`src/hw/mode_regs_pkg.sv`:
```
// What this block does
// - Command kind field bits 2:0, read/write; 000 is mode register set, others reserved.
// - Target field bits 6:3 picks chip selects; 0001 cs0, 0010 cs1, 0011 both, 1111 all.
// - A mode register set goes to every rank whose target bit is set.
// - DDR4 payload layout: C[26:24], ACT[23], BG[22:21], BA[19:18], A17[17], RAS/CAS/WE[16:14], A[13:0].
// - DDR4 mode register set takes bank group [22:21], bank [19:18], opcode [13:0].
// - DDR3 payload: BA2:BA0 [20:18], A14 [17]; mode set takes bank [20:18], opcode [13:0].
// - Read-only bits 3:1 show the 3DS refresh logical-rank chip ID; unused for DDR3.
// - Calibration result bit 0 reads 1 after successful PHY calibration.
// - Calibration result bit 1 reads 1 after failed PHY calibration.
// - Refresh acknowledge vector holds one byte per physical rank, bit n per logical rank.
// - Read-only pending flag stays high while a mode register command is carried out.
package mode_regs_pkg;

   // ----------------------------------------
   // Register indices (byte address is four times the index)
   // ----------------------------------------
   localparam logic [7:0] IDX_PENDING = 8'h31;
   localparam logic [7:0] IDX_KIND_TARGET = 8'h37;
   localparam logic [7:0] IDX_PAYLOAD = 8'h38;
   localparam logic [7:0] IDX_REFRESH_CHIP_ID = 8'h39;
   localparam logic [7:0] IDX_START = 8'h3A;
   localparam logic [7:0] IDX_CAL_RESULT = 8'h3B;
   localparam logic [7:0] IDX_WIDTH_INFO = 8'h44;
   localparam logic [7:0] IDX_VERSION_INFO = 8'h45;
   localparam logic [7:0] IDX_REFRESH_ACK = 8'h4F;

   // ----------------------------------------
   // Field positions
   // ----------------------------------------
   localparam int KIND_LSB = 0;
   localparam int TARGET_LSB = 3;
   localparam int START_BIT = 0;
   localparam int PENDING_BIT = 0;
   localparam int CHIP_ID_LSB = 1;
   localparam int CAL_PASS_BIT = 0;
   localparam int CAL_FAIL_BIT = 1;
   localparam int PL_CBITS_LSB = 24;
   localparam int PL_ACT_BIT = 23;
   localparam int PL_BG_LSB = 21;
   localparam int PL_BA2_BIT = 20;
   localparam int PL_BA_LSB = 18;
   localparam int PL_AHI_BIT = 17;
   localparam int PL_RAS_BIT = 16;
   localparam int PL_CAS_BIT = 15;
   localparam int PL_WE_BIT = 14;
   localparam int PL_OPCODE_LSB = 0;

   // ----------------------------------------
   // Encodings and values after reset
   // ----------------------------------------
   localparam logic [2:0] KIND_MODE_SET = 3'h0;
   localparam logic [2:0] KIND_RESET = 3'h0;
   localparam logic [3:0] TARGET_RESET = 4'h0;
   localparam logic [31:0] PAYLOAD_RESET = 32'h0000_0000;
   localparam logic [15:0] WIDTH_INFO_DEFAULT = 16'h0048;
   // Arbitrary value
   localparam logic [15:0] VERSION_INFO_DEFAULT = 16'h0101;

   // ----------------------------------------
   // Carriers
   // ----------------------------------------
   typedef struct packed {
      logic psel;
      logic penable;
      logic pwrite;
      logic [11:0] paddr;
      logic [31:0] pwdata;
   } apb_req_type;

   typedef struct packed {
      logic pready;
      logic [31:0] prdata;
      logic pslverr;
   } apb_rsp_type;

   typedef struct packed {
      logic [3:0] cs;
      logic [2:0] cbits;
      logic act;
      logic [1:0] bg;
      logic [2:0] ba;
      logic a_hi;
      logic ras_n;
      logic cas_n;
      logic we_n;
      logic [13:0] opcode;
   } mrs_cmd_type;

endpackage : mode_regs_pkg

```
`src/hw/dram_ctrl_mode_cmd_status_regs.sv`:
```
// Register access over APB was left to the implementer.
`timescale 1ns/1ps
module dram_ctrl_mode_cmd_status_regs
   import mode_regs_pkg::*;
(
   // Clock and reset
   input wire logic clk,
   input wire logic rst,
   // Register bus
   input wire apb_req_type apb_in,
   output apb_rsp_type apb_out,
   // Memory type and calibration status
   input wire logic mem_is_ddr4,
   input wire logic cal_done,
   input wire logic cal_pass,
   // 3DS refresh status
   input wire logic [2:0] refresh_chip_id,
   input wire logic [31:0] refresh_ack,
   // Mode register command to the sequencer
   output logic mrs_req,
   output mrs_cmd_type mrs_cmd,
   input wire logic mrs_done,
   // Command status
   output logic register_command_pending
);

   // ----------------------------------------
   // Types
   // ----------------------------------------
   typedef enum logic [1:0] {
      IDLE,
      ISSUE,
      GAP
   } seq_state_type;

   // ----------------------------------------
   // Functions
   // ----------------------------------------
   // One-hot of the lowest set bit
   function automatic logic [3:0] lowest_rank(input logic [3:0] mask);
      logic [3:0] pick;
      pick = mask & (~mask + 4'h1);
      return pick;
   endfunction : lowest_rank

   // ----------------------------------------
   // Declarations
   // ----------------------------------------
   logic [7:0] idx;
   logic wr_stb;
   logic [31:0] rd_data;
   logic rd_hit;

   logic [2:0] register_command_kind_r;
   logic [3:0] register_command_target_r;
   logic [31:0] register_command_payload_r;

   logic [1:0] cal_flags_r;
   logic [2:0] chip_id_r;
   logic [31:0] ack_vec_r;

   seq_state_type state_r;
   seq_state_type state_nxt;
   logic [3:0] remain_r;
   logic [3:0] remain_nxt;
   logic mrs_req_r;
   logic mrs_req_nxt;
   mrs_cmd_type mrs_cmd_r;
   mrs_cmd_type mrs_cmd_nxt;
   mrs_cmd_type payload_cmd;
   logic pending_r;

   // ----------------------------------------
   // Bus port
   // ----------------------------------------
   apb_port u_apb_port (
      .clk(clk),
      .rst(rst),
      .apb_in(apb_in),
      .apb_out(apb_out),
      .idx(idx),
      .wr_stb(wr_stb),
      .rd_data(rd_data),
      .rd_hit(rd_hit)
   );

   // ----------------------------------------
   // Status capture
   // ----------------------------------------
   cal_status u_cal_status (
      .clk(clk),
      .rst(rst),
      .mem_is_ddr4(mem_is_ddr4),
      .cal_done(cal_done),
      .cal_pass(cal_pass),
      .refresh_chip_id(refresh_chip_id),
      .refresh_ack(refresh_ack),
      .cal_flags_r(cal_flags_r),
      .chip_id_r(chip_id_r),
      .ack_vec_r(ack_vec_r)
   );

   // ----------------------------------------
   // Address decode
   // ----------------------------------------
   wire hit_pending = (idx == IDX_PENDING);
   wire hit_kind_target = (idx == IDX_KIND_TARGET);
   wire hit_payload = (idx == IDX_PAYLOAD);
   wire hit_chip_id = (idx == IDX_REFRESH_CHIP_ID);
   wire hit_start = (idx == IDX_START);
   wire hit_cal = (idx == IDX_CAL_RESULT);
   wire hit_width = (idx == IDX_WIDTH_INFO);
   wire hit_version = (idx == IDX_VERSION_INFO);
   wire hit_ack = (idx == IDX_REFRESH_ACK);
   wire high_addr_zero = (apb_in.paddr[11:10] == 2'h0) & (apb_in.paddr[1:0] == 2'h0);

   assign rd_hit = high_addr_zero & (hit_pending | hit_kind_target | hit_payload | hit_chip_id
                   | hit_start | hit_cal | hit_width | hit_version | hit_ack);

   wire wr_kind_target = wr_stb & hit_kind_target;
   wire wr_payload = wr_stb & hit_payload;
   wire wr_start = wr_stb & hit_start & apb_in.pwdata[START_BIT];

   // ----------------------------------------
   // Read data
   // ----------------------------------------
   wire [31:0] rd_pending = 32'(pending_r) << PENDING_BIT;
   wire [31:0] rd_kind_target = (32'(register_command_target_r) << TARGET_LSB)
                                | (32'(register_command_kind_r) << KIND_LSB);
   wire [31:0] rd_chip_id = 32'(chip_id_r) << CHIP_ID_LSB;
   wire [31:0] rd_cal = (32'(cal_flags_r[1]) << CAL_FAIL_BIT)
                        | (32'(cal_flags_r[0]) << CAL_PASS_BIT);
   wire [31:0] rd_width = 32'(WIDTH_INFO_DEFAULT);
   wire [31:0] rd_version = 32'(VERSION_INFO_DEFAULT);

   assign rd_data = ({32{hit_pending}} & rd_pending)
                    | ({32{hit_kind_target}} & rd_kind_target)
                    | ({32{hit_payload}} & register_command_payload_r)
                    | ({32{hit_chip_id}} & rd_chip_id)
                    | ({32{hit_cal}} & rd_cal)
                    | ({32{hit_width}} & rd_width)
                    | ({32{hit_version}} & rd_version)
                    | ({32{hit_ack}} & ack_vec_r);

   // ----------------------------------------
   // Command registers
   // ----------------------------------------
   always_ff @(posedge clk) begin
      if (rst) begin
         register_command_kind_r <= KIND_RESET;
         register_command_target_r <= TARGET_RESET;
      end else if (wr_kind_target) begin
         register_command_kind_r <= apb_in.pwdata[KIND_LSB +: 3];
         register_command_target_r <= apb_in.pwdata[TARGET_LSB +: 4];
      end
   end

   always_ff @(posedge clk) begin
      if (rst) begin
         register_command_payload_r <= PAYLOAD_RESET;
      end else if (wr_payload) begin
         register_command_payload_r <= apb_in.pwdata;
      end
   end

   // ----------------------------------------
   // Payload split
   // ----------------------------------------
   // Common fields: RAS/CAS/WE, A17 or A14, opcode and bank
   assign payload_cmd.cs = 4'h0;
   assign payload_cmd.ras_n = register_command_payload_r[PL_RAS_BIT];
   assign payload_cmd.cas_n = register_command_payload_r[PL_CAS_BIT];
   assign payload_cmd.we_n = register_command_payload_r[PL_WE_BIT];
   assign payload_cmd.a_hi = register_command_payload_r[PL_AHI_BIT];
   assign payload_cmd.opcode = register_command_payload_r[PL_OPCODE_LSB +: 14];
   assign payload_cmd.ba[1:0] = register_command_payload_r[PL_BA_LSB +: 2];
   // DDR3 carries BA2 at bit 20; for DDR4 that bit is reserved
   assign payload_cmd.ba[2] = ~mem_is_ddr4 & register_command_payload_r[PL_BA2_BIT];
   // DDR4-only fields; reserved for DDR3 and sent as zero
   assign payload_cmd.bg = mem_is_ddr4 ? register_command_payload_r[PL_BG_LSB +: 2] : 2'h0;
   assign payload_cmd.act = mem_is_ddr4 & register_command_payload_r[PL_ACT_BIT];
   assign payload_cmd.cbits = mem_is_ddr4 ? register_command_payload_r[PL_CBITS_LSB +: 3] : 3'h0;

   // ----------------------------------------
   // Command sequencer
   // ----------------------------------------
   // Reserved kinds and an empty target are not started
   wire start_ok = wr_start & (state_r == IDLE)
                   & (register_command_kind_r == KIND_MODE_SET)
                   & (register_command_target_r != 4'h0);

   always_comb begin
      state_nxt = state_r;
      remain_nxt = remain_r;
      mrs_req_nxt = mrs_req_r;
      mrs_cmd_nxt = mrs_cmd_r;
      unique case (state_r)
         IDLE: begin
            if (start_ok) begin
               // Fields are captured here, so later writes cannot disturb the command
               mrs_cmd_nxt = payload_cmd;
               mrs_cmd_nxt.cs = lowest_rank(register_command_target_r);
               remain_nxt = register_command_target_r & ~lowest_rank(register_command_target_r);
               mrs_req_nxt = 1'b1;
               state_nxt = ISSUE;
            end
         end
         ISSUE: begin
            if (mrs_done) begin
               mrs_req_nxt = 1'b0;
               if (remain_r == 4'h0) begin
                  mrs_cmd_nxt.cs = 4'h0;
                  state_nxt = IDLE;
               end else begin
                  state_nxt = GAP;
               end
            end
         end
         GAP: begin
            // Next selected rank, one at a time
            mrs_cmd_nxt.cs = lowest_rank(remain_r);
            remain_nxt = remain_r & ~lowest_rank(remain_r);
            mrs_req_nxt = 1'b1;
            state_nxt = ISSUE;
         end
      endcase
   end

   always_ff @(posedge clk) begin
      if (rst) begin
         state_r <= IDLE;
         remain_r <= 4'h0;
         mrs_req_r <= 1'b0;
         mrs_cmd_r <= '0;
      end else begin
         state_r <= state_nxt;
         remain_r <= remain_nxt;
         mrs_req_r <= mrs_req_nxt;
         mrs_cmd_r <= mrs_cmd_nxt;
      end
   end

   // ----------------------------------------
   // Pending flag
   // ----------------------------------------
   always_ff @(posedge clk) begin
      if (rst) begin
         pending_r <= 1'b0;
      end else begin
         pending_r <= (state_nxt != IDLE);
      end
   end

   // ----------------------------------------
   // Outputs
   // ----------------------------------------
   assign mrs_req = mrs_req_r;
   assign mrs_cmd = mrs_cmd_r;
   assign register_command_pending = pending_r;

endmodule : dram_ctrl_mode_cmd_status_regs

```
`src/hw/apb_port.sv`:
```
`timescale 1ns/1ps
module apb_port
   import mode_regs_pkg::*;
(
   // Clock and reset
   input wire logic clk,
   input wire logic rst,
   // Bus
   input wire apb_req_type apb_in,
   output apb_rsp_type apb_out,
   // Register file side
   output logic [7:0] idx,
   output logic wr_stb,
   input wire logic [31:0] rd_data,
   input wire logic rd_hit
);

   logic setup;
   logic access;
   apb_rsp_type rsp_r;

   assign idx = apb_in.paddr[9:2];
   assign setup = apb_in.psel & ~apb_in.penable & ~rsp_r.pready;
   assign access = apb_in.psel & apb_in.penable & rsp_r.pready;
   assign wr_stb = access & apb_in.pwrite & ~rsp_r.pslverr;
   assign apb_out = rsp_r;

   // Answer one cycle after setup; data and error are caught at setup
   always_ff @(posedge clk) begin
      if (rst) begin
         rsp_r <= '0;
      end else if (setup) begin
         rsp_r.pready <= 1'b1;
         rsp_r.pslverr <= ~rd_hit;
         rsp_r.prdata <= (apb_in.pwrite | ~rd_hit) ? 32'h0000_0000 : rd_data;
      end else if (access) begin
         rsp_r <= '0;
      end
   end

endmodule : apb_port

```
`src/hw/cal_status.sv`:
```
`timescale 1ns/1ps
module cal_status
   import mode_regs_pkg::*;
(
   // Clock and reset
   input wire logic clk,
   input wire logic rst,
   // Controller and PHY status
   input wire logic mem_is_ddr4,
   input wire logic cal_done,
   input wire logic cal_pass,
   input wire logic [2:0] refresh_chip_id,
   input wire logic [31:0] refresh_ack,
   // Captured status
   output logic [1:0] cal_flags_r,
   output logic [2:0] chip_id_r,
   output logic [31:0] ack_vec_r
);

   logic [1:0] cal_flags_nxt;

   assign cal_flags_nxt = cal_done ? {~cal_pass, cal_pass} : 2'h0;

   always_ff @(posedge clk) begin
      if (rst) begin
         cal_flags_r <= 2'h0;
         chip_id_r <= 3'h0;
         ack_vec_r <= 32'h0000_0000;
      end else begin
         cal_flags_r <= cal_flags_nxt;
         chip_id_r <= mem_is_ddr4 ? refresh_chip_id : 3'h0;
         ack_vec_r <= refresh_ack;
      end
   end

endmodule : cal_status

```
`config.mk`:
```
export PLATFORM = sky130hd
export DESIGN_NAME = dram_ctrl_mode_cmd_status_regs
export DESIGN_NICKNAME = d
export VERILOG_FILES = /design/src/hw/mode_regs_pkg.sv /design/src/hw/dram_ctrl_mode_cmd_status_regs.sv /design/src/hw/apb_port.sv /design/src/hw/cal_status.sv
export SDC_FILE = /design/constraint.sdc
export NUM_CORES = 1
export LEC_CHECK = 0
export BUFFER_PORTS_ARGS = -buffer_cell sky130_fd_sc_hd__clkbuf_2
export CAP_MARGIN = 20
export CORE_UTILIZATION = 51
export DETAILED_ROUTE_END_ITERATION = 7
export HOLD_SLACK_MARGIN = 0.02
export PLACE_DENSITY_LB_ADDON = 0.1
export SLEW_MARGIN = 20
export SYNTH_ARGS = -nofsm -noshare
export SYNTH_HDL_FRONTEND = slang
export SYNTH_SLANG_ARGS = --single-unit
```
`constraint.sdc`:
```
create_clock -name clk -period 4.65 [get_ports clk]
set_clock_uncertainty 0.15 [all_clocks]
set_input_delay 0.2325 -clock clk [delete_from_list [all_inputs] [get_ports clk]]
set_output_delay 0.2325 -clock clk [all_outputs]
set_load 0.1 [all_outputs]
```
* Yosys cells after proc, flatten, opt, wreduce, memory -nomap -nowiden *
Cells that the tools add are included.

storage, ports and cells
  bits in registers = 149
  word-level logic and storage cells = 128

cells by class
  add/subtract/negate cells = 2
  equality and inequality tests = 14
  mux-type cells = 18
  bitwise operators = 56
  reduce and logical (&&, ||, !) cells = 15

operator list
  operator                                                         number
  32-bit OR                                                        5
  34-bit 2-to-1 mux                                                2
  32-bit AND                                                       2
  8-bit by 6-bit == test with 1-bit output, second input constant  6
  32-bit by 1-bit AND with 32-bit output                           1
  32-bit by 2-bit AND with 32-bit output                           1
  32-bit by 4-bit AND with 32-bit output                           1
  32-bit by 7-bit AND with 32-bit output                           1
  32-bit 2-to-1 mux                                                1
  32-bit by 7-bit OR with 32-bit output                            1
  32-bit by 9-bit OR with 32-bit output                            1
  31-bit 2-to-1 mux                                                1
  8-bit by 7-bit == test with 1-bit output, second input constant  3
  1-bit AND                                                        17
  4-bit AND                                                        4
  4-bit NOT                                                        4
  4-bit 2-to-1 mux                                                 3
  4-bit one-hot mux with 3 select lines                            1
  1-bit OR                                                         9
  4-bit by 1-bit adder with 4-bit output, second input constant    2
  2-bit 2-to-1 mux                                                 4
  4-bit one-hot mux with 2 select lines                            1
  1-bit NOT                                                        7
  7-bit by 3-bit OR with 7-bit output                              1
  16 further kinds                                                 26

* Depth between registers and ports, before layout *
Gate-level depths: netlist of the first run.

  depth in word-level cells = 14
  gate-level depth with buffers = 9
  mapped depth without buffers = 7

* Cells and area by module *
From an unflattened synthesis of the first run, not the netlist that was laid out.

unflattened totals
  cell total of the unflattened synthesis = 658
  area total of the unflattened synthesis = 6094.6 sq um

by module, submodules not included
  module                          instances  cells an instance  area an instance (sq um)
  dram_ctrl_mode_cmd_status_regs  1          486                3893.7
  apb_port                        1          95                 1177.4
  cal_status                      1          77                 1023.5

* Least setup slack after synthesis of the first run *
Ideal clock, no wire load.

  path kind = register -> register
  start = register u_apb_port.rsp_r (netlist bit u_apb_port.apb_out[33])
  end = register remain_r[2]
  data arrival time = 2332 ps
  required time = 4430 ps
  path slack = 2098 ps
  cell stages (with the launch flop) = 7
  cells stage by stage = dfxtp_1 -> and4_1 -> and2_2 -> nand3_2 -> buf_4 -> or4b_1 -> a21oi_1

on the way
  word-level cells in the longest chain between the ends = 10

ends and longest elaborated chain
  item                                  RTL line                               RTL
  start, declared                       apb_port.sv:20                         apb_rsp_type rsp_r;
  1-bit AND                             apb_port.sv:24                         assign access = apb_in.psel & apb_in.penable & rsp_r.pready;
  1-bit AND (2 in a row)                apb_port.sv:25                         assign wr_stb = access & apb_in.pwrite & ~rsp_r.pslverr;
  1-bit AND (2 in a row)                dram_ctrl_mode_cmd_status_regs.sv:122  wire wr_start = wr_stb & hit_start & apb_in.pwdata[START_BIT];
  1-bit AND                             dram_ctrl_mode_cmd_status_regs.sv:188  wire start_ok = wr_start & (state_r == IDLE)
  1-bit AND                             dram_ctrl_mode_cmd_status_regs.sv:189  & (register_command_kind_r == KIND_MODE_SET)
  1-bit AND                             dram_ctrl_mode_cmd_status_regs.sv:190  & (register_command_target_r != 4'h0);
  2-bit != test (no source line)        --
  2-bit AND reduction (no source line)  --
  end signal, assigned                  dram_ctrl_mode_cmd_status_regs.sv:237  remain_r <= remain_nxt;
  end, declared                         dram_ctrl_mode_cmd_status_regs.sv:64   logic [3:0] remain_r;

No other way between the ends.
A chain may end at the register's enable or synchronous reset.

* Final worst setup path of the first run *
  start = register state_r[0]
  end = register mrs_cmd_r (netlist bit mrs_cmd[30])

on the way
  word-level cells in the longest chain between the ends = 6
  elaborated cells between the ends (all ways) = 11

ends and longest elaborated chain
  item                                  RTL line                                                                      RTL
  start, declared                       dram_ctrl_mode_cmd_status_regs.sv:62                                          seq_state_type state_r;
  start signal, assigned                dram_ctrl_mode_cmd_status_regs.sv:236                                         state_r <= state_nxt;
  2-bit zero test                       dram_ctrl_mode_cmd_status_regs.sv:188, dram_ctrl_mode_cmd_status_regs.sv:197
  1-bit AND                             dram_ctrl_mode_cmd_status_regs.sv:188
  1-bit AND                             dram_ctrl_mode_cmd_status_regs.sv:189
  1-bit AND                             dram_ctrl_mode_cmd_status_regs.sv:190
  2-bit != test (no source line)        --
  3-bit AND reduction (no source line)  --
  end signal, assigned                  dram_ctrl_mode_cmd_status_regs.sv:239                                         mrs_cmd_r <= mrs_cmd_nxt;
  end, declared                         dram_ctrl_mode_cmd_status_regs.sv:68                                          mrs_cmd_type mrs_cmd_r;

Parallel ways exist; a longest one is shown, timed or not.

==> key figures, run 1 <==
Run status
  – Status: complete, no violations

Power
  – Pwr Total: 3.032 mW
  – PD cells: 382.4 nW/um^2
  – Pleak: 3.075 nW
  – VDD IR max: 0.2956 mV

STA
  – Max_slew headroom: 0.2943
  – Fin crit period: 2808 ps
  – Fin. max-slew vios: 0
  – Slew @ Worst Pin: 1059 ps
  – Setup TNS: 0 ps
  – Final setup vio count: 0
  – Final period util: 0.6039
  – Final hold viol count: 0
  – FMAX: 356.1 MHz
  – Post-route worst setup slack: 1842 ps
  – RSZ-0062 raised after global routing: false

Die
  – Chip Height: 107.3 microns
  – Die area: 11510 sq um
  – Top-level I/O count: 155
  – Initial core utilization: 0.5215
  – Core Area: 10840 sq um
  – FP Rows: 38
  – Die width: 107.3 microns

Synthesis
  – Number of synthesized flops with an enable pin: 0
  – Post-Syn Instances: 636
  – Top FF cell, synth: dfxtp_1
  – Post-synthesis register bit count: 148
  – Yosys cell types: 63
  – Synth warn: 0
  – Synth top area share: 0.5241
  – Post-Syn Area: 5653 sq um
  – Seq/Total Area, Yosys: 0.5241
  – Asr flop ratio synth: 0
  – Syn nets: 727
  – Synth area leaders: dfxtp_1 52%, nand2_1 9.8%, a21oi_1 6.4%
  – Syn_area_per_cell: 8.888 sq um
  – Largest area contributor in the netlist: dfxtp_1

Setup path
  – Reg2Reg Depth: 7
  – R2R setup slack: 1840 ps
  – CP Buf/Inv Count: 1
  – CP top delay family: simple AND/OR/NAND/NOR gates
  – Critical path class: reg -> reg
  – RR Startpoint: state_r[0]
  – Crit-path cells: inv_1, ha_1, and4bb_2, o2111a_2, nand3_2, or4b_1, a311oi_1
  – Critical path launch point type: flop
  – CP required: 4930 ps
  – CP max-delay cell: or4b_1
  – Crit path max fanout: 30
  – R2R Path End: mrs_cmd[30]
  – CP max stage delay: 660 ps
  – Crit. End Element: flop
  – Crit path arrival time: 3090 ps

GRT
  – Remaining global-route overflow: 0
  – Vias in the first global route: 5266
  – First-pass GRT wire length: 25730 microns
  – Largest net degree at the start of global routing: 67
  – Initial antenna violation count: 0
  – GRT Total Usage: 0.2928

Worst hold path
  – WHS Path Cells: 5
  – Worst Hold Class: in -> reg
  – Hold EP: u_apb_port.apb_out[4]
  – Hold Crit Start: apb_in[43]

Place
  – I/O Buffers: 154
  – Detailed Place HPWL: 9770 microns
  – RD Place Congestion: 0.8613
  – Pre-CTS WS: 1850 ps

Clock tree
  – Worst-Skew Late Latency: 530 ps
  – CTS tree: built
  – Reg clk slew, reported paths: 60 ps
  – Longest Clk Path Bufs: 2
  – H-tree depth: 4
  – CTS root buf: clkbuf_8
  – Clock sink total: 148
  – Cts bufs inserted: 17

Detailed routing
  – Routed vias/inst: 5.383
  – Drt first pass iters: 7
  – DRT antenna net count: 0
  – Post-route DRC: 0
  – DR iter-0 viols: 363
  – Via Count: 5405
  – Overall routed net length: 16400 microns
  – WL/cell: 16.33 microns

Cells and area
  – Most common cell after layout, fill and taps aside: clkbuf_2
  – Number of diodes: 0
  – Most frequent cells in the layout: 153 x clkbuf_2, 148 x dfxtp_1, 147 x nand2_1, 81 x dlygate4sd3_1, 72 x a21oi_1
  – Layout cells sized above 1: 0.2442
  – # nets final: 942
  – Synthesis-to-layout area growth: 40.24%

Run
  – Max-cap violations: 0
power by group:
part	internal, mW	total [mW]	switching, mW	leakage (nW)
combinational	0.106	0.245	0.139	1.55
clock	0.970	1.48	0.513	0.323
sequential	1.29	1.30	0.0109	1.20
total	2.37	3.03	0.663	3.07
cell type report:
| class | count | area (sq um) |
|---|---|---|
| Fill cell | 822 | 2913 |
| Clock buffer | 24 | 510.5 |
| Timing Repair Buffer | 239 | 1614 |
| Sequential cell | 148 | 2963 |
| Inverter | 7 | 26.28 |
| Clock inverter | 8 | 142.6 |
| Multi-Input combinational cell | 438 | 2496 |
| Tap cell | 140 | 175.2 |
synth_stat cells, types with 6 or more instances:
cell	count
dfxtp_1	148
mux2i_1	7
buf_2	15
nand2b_1	6
nand3_1	12
inv_1	7
nor2_1	15
nand2_1	148
o21ai_1	8
and2_1	6
nor2b_1	35
a21oi_1	72
clkbuf_1	23
a22oi_1	27
a222oi_1	6
o21ai_0	28
per-stage QoR:
step | util | cells | hold slack [ps] | cell area [sq um]
2_1_floorplan | - | 636 | 158.3 | 5653
3_3_place_gp | 0.5960 | 891 | 272.6 | 6461
3_5_place_dp | 0.5963 | 891 | 273.4 | 6464
4_1_cts | 0.7313 | 1004 | 42.47 | 7928
5_1_grt | 0.7313 | 1004 | 83.10 | 7928
6_report | 0.7313 | 1004 | 60.46 | 7928
worst reg2reg max path, stage by stage, from the launching register on:
cell and delay [ps]:
dfxtp_1 360, inv_1 100, ha_1 190, and4bb_2 250, o2111a_2 250, nand3_2 470
or4b_1 670, a311oi_1 290
repair_timing:
action | CTS | global route
setup buffers | 0 | 0
gates resized for setup | 0 | 0
hold endpoints to repair | 91 | 0
hold buffers | 81 | 0
worst max path at each step:
stage                                start          end  cells past startpoint
detailed placement              state_r[0]  mrs_cmd[30]                      7
global route                    state_r[0]  mrs_cmd[30]                      7
floorplan           u_apb_port.apb_out[33]  remain_r[2]                      6
finish                          state_r[0]  mrs_cmd[30]                      7
global placement                state_r[0]  mrs_cmd[30]                      7
CTS                             state_r[0]  mrs_cmd[28]                      7
layer usage:
metal,global-route usage,vias up,share of wire
li1,-,2647,-
met1,0.3479,2546,0.42
met2,0.4972,181,0.50
met3,0.07446,31,0.055
met4,0.1321,0,0.026
met5,0,-,0
flip-flops by register name, summed over array words and instances (netlist names):
name	flops
u_apb_port.apb_out	34
register_command_payload_r	32
u_cal_status.ack_vec_r	32
mrs_cmd	31
register_command_target_r	4
register_command_kind_r	3
remain_r	3
u_cal_status.chip_id_r	3
state_r	2
u_cal_status.cal_flags_r	2
mrs_req	1
register_command_pending	1
cell families (layout without fill, tap and decap cells):
| logic type | after synthesis | in the layout | share of synthesized area |
|---|---|---|---|
| AO/OA/AOI/OAI | 168 | 168 | 0.1853 |
| adder cells (fa/ha/maj) | 3 | 3 | 0.006641 |
| buffers and inverters | 50 | 278 | 0.04050 |
| flip-flops | 148 | 148 | 0.5241 |
| multiplexers | 8 | 8 | 0.01439 |
| AND/OR/NAND/NOR | 259 | 259 | 0.2291 |
(Power assumes the default switching activity.)
==> inputs of run 2 (changes only) <==
CORE_UTILIZATION = 47   (was 51)
clock period = 2.5 ns   (was 4.65 ns; I/O delays follow)
==> key figures, run 2 (synthesis gave the netlist of run 1 again) <==
Setup path
  – CP required: 2660 ps (was 4930 ps)
  – Critical path launch point type: input pin (was flop)
  – R2R Path End: mrs_cmd[29] (was mrs_cmd[30])
  – Crit path arrival time: 2560 ps (was 3090 ps)
  – Critical path class: in -> reg (was reg -> reg)
  – R2R setup slack: 150 ps (was 1840 ps)
  – Crit path max fanout: 2 (was 30)
  – RR Startpoint: state_r[0] (unchanged)
  – Reg2Reg Depth: 7 (unchanged)
  – Crit. End Element: flop (unchanged)

STA
  – Setup TNS: 0 ps (unchanged)
  – Fin crit period: 2405 ps
  – Slew @ Worst Pin: 895.4 ps (was 1059 ps)
  – Max_slew headroom: 0.4017 (was 0.2943)
  – Post-route worst setup slack: 94.97 ps (was 1842 ps)
  – FMAX: 415.8 MHz
  – RSZ-0062 raised after global routing: false (unchanged)
  – Final setup vio count: 0 (unchanged)
  – Final hold viol count: 0 (unchanged)
  – Final period util: 0.9620
  – Fin. max-slew vios: 0 (unchanged)

Run status
  – Status: finished with violations (was complete, no violations)
  – Violated checks: DRC

Cells and area
  – Design area: 8059 sq um (was 7928 sq um)
  – Layout cells sized above 1: 0.2520 (was 0.2442)
  – Non-Filler Instances: 1024 (was 1004)
  – # nets final: 959 (was 942)
  – Most common cell after layout, fill and taps aside: clkbuf_2 (unchanged)
  – Synthesis-to-layout area growth: 42.56% (was 40.24%)
  – Number of diodes: 0 (unchanged)
  – Max FFs per register: 34 (unchanged)
  – Most frequent cells in the layout: 153 x clkbuf_2, 148 x nand2_1, 147 x dfxtp_1, 86 x dlygate4sd3_1, 72 x a21oi_1 (was 153 x clkbuf_2, 148 x dfxtp_1, 147 x nand2_1, 81 x dlygate4sd3_1, 72 x a21oi_1)

Detailed routing
  – Overall routed net length: 16470 microns (was 16400 microns)
  – DRT antenna net count: 0 (unchanged)
  – Post-route DRC: 8 (was 0)
  – Via Count: 5499 (was 5405)
  – Drt first pass iters: 7 (unchanged)
  – Routed vias/inst: 5.370 (was 5.383)
  – DR iter-0 viols: 486 (was 363)
  – WL/cell: 16.08 microns (was 16.33 microns)

Clock tree
  – Number of gates resized after cts: 0 (unchanged)
  – Clock sink total: 148 (unchanged)
  – Reg clk slew, reported paths: 60 ps (about the same)
  – Post-cts hold buffer count: 86 (was 81)
  – CTS root buf: clkbuf_16 (was clkbuf_8)
  – Postcts setup bufs: 0 (unchanged)
  – CTS tree: built (unchanged)
  – Worst-Skew Late Latency: 420 ps (was 530 ps)
  – H-tree depth: 4 (unchanged)
  – Cts bufs inserted: 17 (unchanged)
  – Longest Clk Path Bufs: 2 (unchanged)

Worst hold path
  – WHS Path Cells: 5 (unchanged)
  – Worst Hold Class: in -> reg (unchanged)
  – Hold EP: u_apb_port.apb_out[4] (unchanged)
  – Hold Crit Start: apb_in[44] (was apb_in[43])

Place
  – I/O Buffers: 154 (unchanged)
  – RD Place Congestion: 0.8416 (was 0.8613)
  – Cell Area, Placed: 6581 sq um (was 6464 sq um)
  – Pre-CTS WS: 176.6 ps (was 1850 ps)
  – Placed Cells: 906 (was 891)
  – Detailed Place HPWL: 10440 microns (was 9770 microns)

Power
  – Net Sw Frac: 0.2243 (was 0.2186)
  – Clock power frac: 0.475 (was 0.489)
  – Pleak: 3.157 nW (was 3.075 nW)
  – VDD IR max: 0.4938 mV (was 0.2956 mV)
  – Internal cell power: 4.268 mW (was 2.369 mW)
  – Sequential share of power: 0.441 (was 0.430)
  – Comb power frac: 0.085 (was 0.081)
  – Switch Pwr: 1.234 mW (was 0.6627 mW)
  – PD cells: 682.6 nW/um^2 (was 382.4 nW/um^2)

Die
  – Chip Height: 111.7 microns (was 107.3 microns)
  – Core Area: 11560 sq um (was 10840 sq um)
  – Initial core utilization: 0.4888 (was 0.5215)
  – Die width: 111.7 microns (was 107.3 microns)
  – FP Rows: 39 (was 38)
  – Top-level I/O count: 155 (unchanged)
  – Die area: 12470 sq um (was 11510 sq um)

GRT
  – GRT Total Usage: 0.2710 (was 0.2928)
  – Remaining global-route overflow: 0 (unchanged)
  – Vias in the first global route: 5478 (was 5266)
  – First-pass GRT wire length: 26750 microns (was 25730 microns)
  – Initial antenna violation count: 0 (unchanged)
  – Largest net degree at the start of global routing: 42 (was 67)

Run
  – Max-cap violations: 0 (unchanged)
==> run 2: cell count changes in the layout (fill, tap and decap cells not counted), moves of 2 or more <==
cell	delta
buf_12	+2
buf_4	+10
bufinv_16	-2
dlygate4sd3_1	+5
==> run 2: power groups by stage <==
stage                     Clock, mW  Sequential (mW)  Combinational (mW)
final                          2.61             2.42               0.466
after global routing           2.75             2.43               0.495
after CTS                      2.64             2.42               0.460
after detailed placement          0             2.48               0.354
after global placement            0             2.47               0.350
after floorplan                   0             2.56               0.133
==> run 2: cell type report <==
class	count	area, sq um
clock inverter	7	91.34
sequential	148	2964
inverter	7	26.28
multi-input combinational	438	2494
timing repair buffer	256	1779
tap	143	178.9
clock buffer	25	525.5
fill	939	3506
==> run 2: critical path, cell delays in order <==
cell and delay [ps]:
dlygate4sd3_1 540, clkbuf_2 100, or4_1 410, dlygate4sd3_1 570, o21ai_0 150, a21oi_1 90, dlygate4sd3_1 580
==> run 2: worst max-delay path by stage <==
stage	slack, ps	endpoint	cells after the start	start
floorplan	240	register_command_pending	7	u_apb_port.apb_out[0]
global placement	270	remain_r[3]	7	state_r[0]
detailed placement	180	mrs_cmd[29]	7	state_r[0]
CTS	150	u_apb_port.apb_out[0]	7	apb_in[32]
global route	20	u_apb_port.apb_out[0]	7	apb_in[32]
finish	90	u_apb_port.apb_out[0]	7	apb_in[32]
==> run 2: through the flow <==
stage               hold slack [ps]  power [mW]  utilization
floorplan                     50.80       2.692            -
global placement              149.2       2.824       0.5691
detailed placement            157.5       2.829       0.5691
CTS                           45.14       5.523       0.6969
global route                  90.87       5.673       0.6969
finish                        66.11       5.501       0.6969
==> run 2: routing by layer <==
metal	global-route usage	vias up	wire [microns]
li1	-	2677	-
met1	0.3191	2595	6993
met2	0.4712	193	8066
met3	0.06805	34	1065
met4	0.1081	0	346
met5	0	-	0
==> inputs of run 3 (changes only) <==
CORE_ASPECT_RATIO = 0.7   (was default)
==> key figures, run 3 (synthesis gave the netlist of run 1 again) <==
Cells and area
  – Multi-input gate area: 2501 sq um (was 2494 sq um)
  – Synthesis-to-layout area growth: 42.98% (was 42.56%)
  – # nets final: 960 (was 959)
  – Post-Route Utilization: 0.6893 (was 0.6969)
  – Number of diodes: 0 (unchanged)
  – Most common cell after layout, fill and taps aside: clkbuf_2 (unchanged)
  – Most frequent cells in the layout: 153 x clkbuf_2, 148 x nand2_1, 147 x dfxtp_1, 85 x dlygate4sd3_1, 72 x a21oi_1 (was 153 x clkbuf_2, 148 x nand2_1, 147 x dfxtp_1, 86 x dlygate4sd3_1, 72 x a21oi_1)
  – Register Area: 2964 sq um (unchanged)
  – Layout fillers: 953 (was 939)
  – Max FFs per register: 34 (unchanged)
  – Non-Filler Instances: 1039 (was 1024)
  – Layout cells sized above 1: 0.2540 (was 0.2520)

Die
  – Core Area: 11730 sq um (was 11560 sq um)
  – Die width: 133.1 microns (was 111.7 microns)
  – Top-level I/O count: 155 (unchanged)
  – Die area: 12480 sq um (was 12470 sq um)
  – Initial core utilization: 0.4821 (was 0.4888)
  – Chip Height: 93.76 microns (was 111.7 microns)
  – FP Rows: 33 (was 39)

Detailed routing
  – Routed vias/inst: 5.349 (was 5.370)
  – Via Count: 5558 (was 5499)
  – Drt first pass iters: 5 (was 7)
  – DRT antenna net count: 0 (unchanged)
  – WL/cell: 16.49 microns (was 16.08 microns)
  – Post-route DRC: 0 (was 8)
  – DR iter-0 viols: 504 (was 486)
  – Overall routed net length: 17130 microns (was 16470 microns)

STA
  – Final setup vio count: 0 (unchanged)
  – Fin. max-slew vios: 0 (unchanged)
  – FMAX: 412.6 MHz (was 415.8 MHz)
  – Max_slew headroom: 0.5346 (was 0.4017)
  – Fin crit period: 2424 ps (was 2405 ps)
  – Setup TNS: 0 ps (unchanged)
  – RSZ-0062 raised after global routing: false (unchanged)
  – Slew @ Worst Pin: 698.1 ps (was 895.4 ps)
  – Final period util: 0.9695 (was 0.9620)
  – Hold Slack: 66.18 ps (was 66.11 ps)
  – Final hold viol count: 0 (unchanged)

Setup path
  – CP required: 2660 ps (about the same)
  – Crit path arrival time: 2580 ps (was 2560 ps)
  – Crit. End Element: flop (unchanged)
  – Critical path launch point type: input pin (unchanged)
  – Crit path max fanout: 2 (unchanged)
  – Critical path class: in -> reg (unchanged)

Clock tree
  – Worst-Skew Late Latency: 420 ps (about the same)
  – Cts bufs inserted: 17 (unchanged)
  – CTS tree: built (unchanged)
  – CTS root buf: clkbuf_16 (unchanged)
  – Reg clk slew, reported paths: 60 ps (about the same)
  – Longest Clk Path Bufs: 2 (unchanged)
  – Postcts setup bufs: 0 (unchanged)
  – Clock sink total: 148 (unchanged)
  – H-tree depth: 4 (unchanged)

Place
  – I/O Buffers: 154 (unchanged)
  – Placed Cells: 921 (was 906)
  – Detailed Place HPWL: 10830 microns (was 10440 microns)
  – RD Place Congestion: 0.8834 (was 0.8416)

Run status
  – Status: complete, no violations (was finished with violations)

Power
  – VDD IR max: 0.5706 mV (was 0.4938 mV)
  – Pleak: 3.154 nW (was 3.157 nW)
  – PD cells: 689.3 nW/um^2 (was 682.6 nW/um^2)

Run
  – Max-cap violations: 0 (unchanged)

GRT
  – Largest net degree at the start of global routing: 57 (was 42)
  – Remaining global-route overflow: 0 (unchanged)
  – GRT Total Usage: 0.2773 (was 0.2710)
  – Initial antenna violation count: 0 (unchanged)
  – First-pass GRT wire length: 26620 microns (was 26750 microns)
  – Vias in the first global route: 5198 (was 5478)

Worst hold path
  – Worst Hold Class: in -> reg (unchanged)
run 3: per-stage QoR:
stage	setup WS (ps)	area (sq um)	power, mW
after floorplan	243.6	5654	2.692
after global placement	276.0	6594	2.827
after detailed placement	209.7	6594	2.833
after CTS	48.70	8068	5.588
after global routing	18.33	8083	5.728
final	76.17	8083	5.572
run 3: worst paths after layout:
kind	from	end	slack, ps	depth (start not counted)
setup / recovery	apb_in[32]	u_apb_port.apb_out[0]	80	7
setup reg to reg	state_r[0]	mrs_cmd[29]	180	7
hold reg to reg	u_apb_port.apb_out[28]	u_apb_port.apb_out[28]	300	2
hold / removal	apb_in[34]	u_apb_port.apb_out[2]	70	4
run 3: final cells by class:
class / instances / area share
Clock buffer: 20 / 0.05650
Clock inverter: 12 / 0.02059
Inverter: 7 / 0.003251
Multi-Input combinational cell: 439 / 0.3094
Sequential cell: 148 / 0.3667
Tap cell: 157 / 0.02430
Timing Repair Buffer: 256 / 0.2192
run 3: repair_timing:
action / in CTS / in global routing
endpoints found under the hold margin: 96 / 0
gates resized for setup: 0 / 2
hold buffers: 85 / 0
setup endpoints to repair: 0 / 6
run 3: report_power, final:
| group | total, mW | internal (mW) | switching [mW] | leakage, nW |
|---|---|---|---|---|
| Combinational | 0.463 | 0.203 | 0.261 | 1.66 |
| Clock | 2.68 | 1.64 | 1.04 | 0.292 |
| Sequential | 2.43 | 2.40 | 0.0213 | 1.20 |
| Total | 5.57 | 4.25 | 1.32 | 3.15 |
run 3: metal layers:
metal  wire length (microns)  track usage  vias to the layer above
met5                       0            0                        -
met3                    1262      0.06472                       25
met4                     242      0.09291                        0
met1                    7822       0.3694                     2628
li1                        -            -                     2686
met2                    7804       0.4428                      219
run 3: critical path, stage by stage:
cell and delay [ps]:
dlygate4sd3_1 540, clkbuf_2 100, or4_1 420, dlygate4sd3_1 580, o21ai_0 150, a21oi_1 90, dlygate4sd3_1 580
